### config.mk
export PLATFORM = sky130hd
export DESIGN_NAME = csa_ack_iack
export DESIGN_NICKNAME = d
export VERILOG_FILES = /design/src/hdl/csa_pkg.sv /design/src/hdl/csa_ack_iack.sv /design/src/hdl/csa_wait_cnt.sv
export SDC_FILE = /design/constraint.sdc
export NUM_CORES = 1
export LEC_CHECK = 0
export BUFFER_PORTS_ARGS = -buffer_cell sky130_fd_sc_hd__buf_2
export CAP_MARGIN = 20
export CORE_MARGIN = 1
export CORE_UTILIZATION = 25
export CTS_CLUSTER_SIZE = 24
export DETAILED_ROUTE_END_ITERATION = 12
export GPL_TIMING_DRIVEN = 0
export SLEW_MARGIN = 0
export SYNTH_ARGS = -nofsm -noshare
export SYNTH_HDL_FRONTEND = slang
export SYNTH_SLANG_ARGS = --single-unit
export TNS_END_PERCENT = 1
### constraint.sdc
create_clock -name core_clk -period 1.62 [get_ports core_clk]
set_clock_uncertainty 0.15 [all_clocks]
set_input_delay 0.162 -clock core_clk [delete_from_list [all_inputs] [get_ports core_clk]]
set_output_delay 0.162 -clock core_clk [all_outputs]
set_load 0.005 [all_outputs]
### src/hdl/csa_pkg.sv
package csa_pkg;

  // ---------------------------------------------------------------------------
  // Option word layout
  // ---------------------------------------------------------------------------
  localparam int unsigned OPT_AUTOVECTOR_ENABLE_POS   = 0;
  localparam int unsigned OPT_LVL_POS    = 1;
  localparam int unsigned OPT_SPACE_POS  = 4;
  localparam int unsigned OPT_ACK_POS    = 6;
  localparam int unsigned OPT_STRB_POS   = 10;
  localparam int unsigned OPT_RW_POS     = 11;
  localparam int unsigned OPT_MODE_POS   = 15;
  localparam logic [15:0] OPT_RESET      = 16'h0000;

  // ---------------------------------------------------------------------------
  // Field codes
  // ---------------------------------------------------------------------------
  localparam logic [3:0] ACK_WAIT_MAX    = 4'hd;
  localparam logic [3:0] ACK_FAST        = 4'he;
  localparam logic [3:0] ACK_EXTERNAL    = 4'hf;
  localparam logic [3:0] BASE_CYCLES     = 4'h3;
  localparam logic [3:0] FAST_CYCLES     = 4'h2;
  localparam logic [2:0] LVL_ANY         = 3'h0;

  typedef enum logic [1:0] {
    CSA_SP_CPU  = 2'b00,
    CSA_SP_USER = 2'b01,
    CSA_SP_SUPV = 2'b10,
    CSA_SP_BOTH = 2'b11
  } csa_space_t;

  typedef enum logic [1:0] {
    CSA_RW_OFF   = 2'b00,
    CSA_RW_READ  = 2'b01,
    CSA_RW_WRITE = 2'b10,
    CSA_RW_ALL   = 2'b11
  } csa_rw_t;

  typedef enum logic [1:0] {
    CSA_IDLE = 2'b00,
    CSA_WAIT = 2'b01,
    CSA_ACK  = 2'b10,
    CSA_HOLD = 2'b11
  } csa_state_t;

  typedef struct packed {
    logic       sync_mode;
    logic [1:0] byte_opt;
    csa_rw_t    rw_sel;
    logic       strb_sel;
    logic [3:0] ack_timing_field;
    csa_space_t space_sel;
    logic [2:0] iack_level_match;
    logic       autovector_enable;
  } csa_opt_t;

  typedef struct packed {
    logic       base_match;
    logic       rd_nwr;
    logic       supv;
    logic       cpu_space;
    logic       iack_cycle;
    logic [3:1] addr_lvl;
  } csa_cycle_t;

endpackage : csa_pkg

### src/hdl/csa_ack_iack.sv
// Notes on behaviour
// Timing field picks internal or external acknowledge
// Codes 0..13: that many waits, 3+n cycles
// Code 14: fast termination in two cycles
// Code 15: external device drives acknowledge
// Space field qualifies select by access space
// CPU space: match level on address 3:1
// Level 0 matches any; 1..7 exact
// Autovector set: device drives autovector, ends cycle
// Autovector clear: external device supplies vector
// Mode 0: async, strobe-timed, timing field applies
// Read/write field restricts select
// Waits counted per clock from cycle start
module csa_ack_iack (
  input  wire logic                core_clk,
  input  wire logic                arst_n,
  input  wire csa_pkg::csa_opt_t   opt,
  input  wire csa_pkg::csa_cycle_t cyc,
  input  wire logic                address_strobe_n,
  input  wire logic                data_strobe_n,
  input  wire logic                ext_ack_n,
  output logic                     chip_select_n,
  output logic                     strobe_acknowledge_n,
  output logic                     autovector_n,
  output logic                     cycle_done
);

  // ---------------------------------------------------------------------------
  // Pin synchronisers
  // ---------------------------------------------------------------------------
  logic [2:0] sync1_ff;
  logic [2:0] sync2_ff;

  always_ff @(posedge core_clk or negedge arst_n) begin
    if (!arst_n) begin
      sync1_ff <= 3'h7;
      sync2_ff <= 3'h7;
    end else begin
      sync1_ff <= {ext_ack_n, data_strobe_n, address_strobe_n};
      sync2_ff <= sync1_ff;
    end
  end

  wire as_act  = ~sync2_ff[0];
  wire ds_act  = ~sync2_ff[1];
  wire ext_ack = ~sync2_ff[2];

  // ---------------------------------------------------------------------------
  // Qualification
  // ---------------------------------------------------------------------------
  wire async_mode = ~opt.sync_mode;

  wire rw_ok = (opt.rw_sel == csa_pkg::CSA_RW_ALL) ||
               (opt.rw_sel == csa_pkg::CSA_RW_READ  &&  cyc.rd_nwr) ||
               (opt.rw_sel == csa_pkg::CSA_RW_WRITE && !cyc.rd_nwr);

  wire lvl_ok = (opt.iack_level_match == csa_pkg::LVL_ANY) ||
                (opt.iack_level_match == cyc.addr_lvl);

  wire iack_hit = (opt.space_sel == csa_pkg::CSA_SP_CPU) && cyc.cpu_space &&
                  cyc.iack_cycle && lvl_ok;

  wire mem_hit = !cyc.cpu_space && cyc.base_match &&
                 ((opt.space_sel == csa_pkg::CSA_SP_BOTH) ||
                  (opt.space_sel == csa_pkg::CSA_SP_SUPV &&  cyc.supv) ||
                  (opt.space_sel == csa_pkg::CSA_SP_USER && !cyc.supv));

  wire sel_ok   = async_mode && rw_ok && (iack_hit || mem_hit);
  wire strobe   = opt.strb_sel ? ds_act : as_act;
  wire autovector_enable_use = iack_hit && opt.autovector_enable;

  // Autovector and fast/wait codes terminate internally
  wire ext_mode = (opt.ack_timing_field == csa_pkg::ACK_EXTERNAL) && !autovector_enable_use;
  wire fast     = (opt.ack_timing_field == csa_pkg::ACK_FAST);

  // Cycle 0 is the first strobe clock; ack lands on total-1
  wire [3:0] target = fast ? 4'(csa_pkg::FAST_CYCLES - 4'h2) :
                             4'(opt.ack_timing_field + csa_pkg::BASE_CYCLES - 4'h2);

  // ---------------------------------------------------------------------------
  // Cycle sequencer
  // ---------------------------------------------------------------------------
  csa_pkg::csa_state_t st_ff;
  csa_pkg::csa_state_t nxt_st;
  logic                cs_ff;
  logic                ack_ff;
  logic                autovector_enable_ff;
  logic                hit;

  wire cnt_clr = (st_ff != csa_pkg::CSA_WAIT);

  csa_wait_cnt #(.W(4)) u_cnt (
    .core_clk (core_clk),
    .arst_n   (arst_n),
    .clr      (cnt_clr),
    .target   (target),
    .hit      (hit)
  );

  always_comb begin
    nxt_st = st_ff;
    case (st_ff)
      csa_pkg::CSA_IDLE: begin
        if (as_act && sel_ok) nxt_st = csa_pkg::CSA_WAIT;
      end
      csa_pkg::CSA_WAIT: begin
        if (!as_act) nxt_st = csa_pkg::CSA_IDLE;
        else if (ext_mode) begin
          if (ext_ack) nxt_st = csa_pkg::CSA_ACK;
        end else if (hit) nxt_st = csa_pkg::CSA_ACK;
      end
      csa_pkg::CSA_ACK: begin
        nxt_st = as_act ? csa_pkg::CSA_HOLD : csa_pkg::CSA_IDLE;
      end
      csa_pkg::CSA_HOLD: begin
        if (!as_act) nxt_st = csa_pkg::CSA_IDLE;
      end
      default: nxt_st = csa_pkg::CSA_IDLE;
    endcase
  end

  // Ack and autovector held until the bus master drops its strobe;
  // an externally ended cycle passes the ack state without driving ack
  wire nxt_cs   = (nxt_st != csa_pkg::CSA_IDLE) && strobe;
  wire nxt_ack  = (nxt_st == csa_pkg::CSA_ACK || (nxt_st == csa_pkg::CSA_HOLD && ack_ff)) &&
                  !autovector_enable_use && !ext_mode;
  wire nxt_autovector_enable = (nxt_st == csa_pkg::CSA_ACK || (nxt_st == csa_pkg::CSA_HOLD && autovector_enable_ff)) &&
                  autovector_enable_use;

  always_ff @(posedge core_clk or negedge arst_n) begin
    if (!arst_n) begin
      st_ff   <= csa_pkg::CSA_IDLE;
      cs_ff   <= 1'b0;
      ack_ff  <= 1'b0;
      autovector_enable_ff <= 1'b0;
    end else begin
      st_ff   <= nxt_st;
      cs_ff   <= nxt_cs;
      ack_ff  <= nxt_ack;
      autovector_enable_ff <= nxt_autovector_enable;
    end
  end

  assign chip_select_n        = ~cs_ff;
  assign strobe_acknowledge_n = ~ack_ff;
  assign autovector_n         = ~autovector_enable_ff;
  assign cycle_done           = (st_ff == csa_pkg::CSA_ACK);

endmodule : csa_ack_iack

### src/hdl/csa_wait_cnt.sv
module csa_wait_cnt #(
  parameter int unsigned W = 4
) (
  input  wire logic         core_clk,
  input  wire logic         arst_n,
  input  wire logic         clr,
  input  wire logic [W-1:0] target,
  output logic              hit
);

  initial begin
    if (W < 4) $error("csa_wait_cnt: width too small");
  end

  logic [W-1:0] cnt_ff;
  logic [W-1:0] nxt_cnt;

  // ---------------------------------------------------------------------------
  // Count from cycle start; saturates so a stuck cycle cannot wrap
  // ---------------------------------------------------------------------------
  assign nxt_cnt = clr ? '0 : ((cnt_ff == '1) ? cnt_ff : W'(cnt_ff + 1'b1));
  assign hit     = (cnt_ff == target);

  always_ff @(posedge core_clk or negedge arst_n) begin
    if (!arst_n) begin
      cnt_ff <= '0;
    end else begin
      cnt_ff <= nxt_cnt;
    end
  end

endmodule : csa_wait_cnt

==> summary.log <==
qor: synth.area_fraction_in_and_or_nand_and_nor_cells_after_synthesis 29.6%
qor: placement.post-place-cells 182
qor: hold_path.worstHoldEndpoint cs_ff
qor: drt.route.detailed.wl_per_inst 11.2 um
qor: synth.mappedNetlistNets 137
qor: finish.finish.instance_area 1360 um2
qor: placement.placement.cell_area 1190 um2
qor: hold_path.worst_hold_path.num_cells 3
qor: finish.utilization 36.4%
qor: synth.synthTopCellsByArea sky130_fd_sc_hd__dfrtp_1, sky130_fd_sc_hd__dfstp_2, sky130_fd_sc_hd__nor2_1
qor: die.start_util 26.6%
qor: power_and_ir_drop.irDropWorstVdd 472 uV
qor: worst_setup_path.cp.arrival 1.80 ns
qor: synth.netlist_top_cells_count sky130_fd_sc_hd__nor2_1, sky130_fd_sc_hd__dfrtp_1, sky130_fd_sc_hd__nand2_1
qor: clock_network.clock_path_buffers 2
qor: drt.routed-via-count 954
qor: global_route.vias_in_the_first_global_route 903
qor: drt.route.final.wire_length 2.21 mm
qor: synth.synth_compound_area_share 20.6%
qor: clock_network.worstSkewPairLatency 0.25 ns
qor: finish.syn2layout_area_growth 36.9%
qor: synth.post_synth_edffs 0
qor: synth.synthDominantCellAreaShare 22.6%
qor: placement.place.detailed.hpwl 1.68 mm
qor: hold_path.hp_start opt[10]
qor: global_route.grt.total_usage 11.1%
qor: drt.drt-vias-per-instance 4.82
qor: synth.ys_ff_latch 15
qor: worst_setup_path.worst_ep_required_time 1.63 ns
qor: flow_run.cap_viol_max_count 0
qor: worst_setup_path.r2r_cells 6
qor: finish.drive_above_1_share 43.3%
qor: finish.instances_no_fill 198
qor: synth.fraction_of_the_mapped_netlist_area_in_adder_cells 1.26%
qor: finish.antenna_cells 0
qor: sta.fin_ws -0.167 ns
qor: worst_setup_path.setup.worst_path.class reg -> reg
qor: run_status.status finished, violations left
qor: sta.period_share 110%
qor: die.std_cell_rows 22
qor: synth.synthesis.area_per_instance 9.30 um2
qor: worst_setup_path.path_max_fanout 3
qor: synth.area_leader_netlist sky130_fd_sc_hd__dfrtp_1
qor: global_route.antenna_found_initial 0
qor: hold_path.timing.hold.worst.class in -> reg
qor: worst_setup_path.crit_chain or2_1 -> or4_4 -> nor4_2 -> o21ai_1 -> o211a_1 -> o31ai_2
qor: worst_setup_path.r2r_setup_slack -0.17 ns
qor: drt.detail-route-antenna-nets 0
qor: sta.rsz0062_at_grt true
qor: drt.post-route-drc-count 0
qor: power_and_ir_drop.power.leakage 0.598 nW
qor: synth.postSynth.asyncResetShare 100%
qor: die.die_area 4230 um2
qor: placement.gp_congestion 0.724
qor: sta.timing.final.setup_violations 4
qor: die.die_y 65.1 um
qor: worst_setup_path.slowest_delay 0.51 ns
qor: clock_network.cts_max_level 1
qor: global_route.grt_first_pass_wirelength 3.61 mm
qor: synth.synth.cell_area 995 um2
qor: synth.synthCells 107
qor: sta.max_slew_margin 74.3%
qor: finish.nets 181
qor: die.io_pins 33
qor: run_status.violated_checks negative setup slack
qor: synth.main_combinational_cell_family_by_area_after_synthesis simple AND/OR/NAND/NOR gates
qor: worst_setup_path.worst_path_max_delay_cell sky130_fd_sc_hd__or4_4
qor: global_route.grt-ovfl-total 0
qor: worst_setup_path.cp_top_family simple AND/OR/NAND/NOR gates
qor: synth.yosys.cell_count.top_type sky130_fd_sc_hd__nor2_1
qor: clock_network.clock-root-buffer sky130_fd_sc_hd__clkbuf_8
qor: worst_setup_path.timing.rr.start st_ff[1]
qor: clock_network.cts_buffers 3
qor: clock_network.tritoncts_clock_tree done
qor: sta.timing_worst_slew_pin_value 0.383 ns
qor: worst_setup_path.cp_startpoint_kind flip-flop
qor: worst_setup_path.critical_path.n_buffers_inverters 0
qor: worst_setup_path.timing.critical_path.to_type flip-flop
qor: synth.ys_warn_count 0
qor: clock_network.clk_pin_slew 0.06 ns
qor: placement.worst_setup_slack_post_dpl -0.227 ns
qor: synth.synth.area.mux_share 3.14%
qor: global_route.maximum_number_of_pins_on_one_net_before_global_route_repair 16
qor: sta.achievable-frequency 560 MHz
qor: synth.post_synth_xor_xnor_area 2.64%
qor: synth.postSynth.topFlopCell sky130_fd_sc_hd__dfrtp_1
qor: clock_network.tritoncts_num_sinks 15
qor: sta.finalHoldViolCount 0
qor: drt.detailedRoute.firstPassIterationCount 4
qor: synth.synthDistinctLibCells 53
qor: die.chipWidth 65.1 um
qor: drt.drt-initial-drc-count 21
qor: finish.num-fill-cells 406
qor: worst_setup_path.r2r-end st_ff[0]
qor: placement.placement.io_buffers 27
qor: synth.share_of_synthesized_area_occupied_by_flip_flops_and_latches 38.5%
qor: sta.final_max_slew_viol_count 0
qor: die.fp.coreArea 3740 um2
qor: sta.fin_crit 1.79 ns
qor: power_and_ir_drop.power_density 658 nW/um2
[flip-flops by register name, indices dropped and copies added, names as in the netlist]
register,flops
ack_ff,1
st_ff,2
cs_ff,1
sync2_ff,3
u_cnt.cnt_ff,4
sync1_ff,3
autovector_enable_ff,1
[kinds of logic (layout without fill, tap and decap cells)]
logic type               after synthesis  count (layout)
AND/OR/NAND/NOR                       49              49
AO/OA/AOI/OAI                         27              27
adder cells (fa/ha/maj)                1               1
flip-flops                            15              15
buffers and inverters                  9              52
XOR/XNOR                               3               3
multiplexers                           3               3
[routing by layer]
metal,vias up,global-route usage [%],part of all wire [%]
li1,479,-,-
met1,440,11.5,42
met2,29,19.8,50
met3,6,3.70,5.5
met4,0,5.71,1.8
met5,-,0,0
[power by group]
| group | internal (mW) | switching (mW) |
|---|---|---|
| combinational | 0.0931 | 0.0826 |
| clock | 0.173 | 0.136 |
| sequential | 0.399 | 0.0118 |
[timing repair]
item / in CTS / in global routing
gates resized for setup: 6 / 2
pin swaps: 0 / 1
endpoints found under the hold margin: 18 / 0
setup endpoints to repair: 5 / 5
setup buffers: 1 / 8
hold buffers: 4 / 0
[placed cells by master, fill, tap and decap left out, types with 2 or more instances in the layout]
cell	netlist	final
sky130_fd_sc_hd__clkbuf_8	0	3
sky130_fd_sc_hd__xnor2_1	2	2
sky130_fd_sc_hd__buf_4	1	10
sky130_fd_sc_hd__dfstp_2	6	6
sky130_fd_sc_hd__mux2i_1	2	2
sky130_fd_sc_hd__dlygate4sd3_1	0	4
sky130_fd_sc_hd__nor2b_1	2	2
sky130_fd_sc_hd__dfrtp_2	0	3
sky130_fd_sc_hd__nand3_1	2	2
sky130_fd_sc_hd__a31oi_1	2	2
sky130_fd_sc_hd__nand2_1	8	8
sky130_fd_sc_hd__nand2b_1	3	3
sky130_fd_sc_hd__o21ai_0	3	2
sky130_fd_sc_hd__nor3_1	3	3
sky130_fd_sc_hd__dfrtp_1	9	6
sky130_fd_sc_hd__a21oi_1	6	6
sky130_fd_sc_hd__nor4bb_1	2	2
sky130_fd_sc_hd__buf_2	4	29
sky130_fd_sc_hd__nor2_1	12	12
sky130_fd_sc_hd__inv_1	4	4
[worst register-to-register path, stage by stage, from the launching register on]
cell	delay (ns)
sky130_fd_sc_hd__dfrtp_1	0.38
sky130_fd_sc_hd__or2_1	0.24
sky130_fd_sc_hd__or4_4	0.51
sky130_fd_sc_hd__nor4_2	0.14
sky130_fd_sc_hd__o21ai_1	0.09
sky130_fd_sc_hd__o211a_1	0.13
sky130_fd_sc_hd__o31ai_2	0.06
[layout make-up]
cell class,count,area [um2],share of cell area [%]
plain buffers,4,28.8,2.11
flip-flops and latches,15,387,28.4
well taps,48,60.1,4.41
clock inverters,1,7.51,0.551
repair buffers,40,243,17.8
clock buffers,3,41.3,3.03
multi-input cells,83,579,42.6
inverters,4,15.0,1.10
[stage by stage]
stage	power [mW]	hold WS, ns	setup TNS, ns
finish	0.895	0.0247	-0.593
global route	0.952	0.0404	-1.09
CTS	0.892	0.0217	-0.722
detailed placement	0.568	-0.0728	-0.785
global placement	0.561	-0.0753	-0.595
floorplan	0.502	-0.284	-0.259
[worst max-delay path by stage]
stage	slack [ns]	start	depth (start not counted)	end
6_report	-0.17	st_ff[1]	6	st_ff[0]
5_1_grt	-0.26	u_cnt.cnt_ff[2]	7	st_ff[1]
4_1_cts	-0.20	st_ff[1]	6	st_ff[0]
3_5_place_dp	-0.23	u_cnt.cnt_ff[3]	7	st_ff[1]
3_3_place_gp	-0.21	st_ff[1]	6	st_ff[0]
2_1_floorplan	-0.11	u_cnt.cnt_ff[3]	7	st_ff[1]
Note: power is estimated with default switching activity, not from simulation.
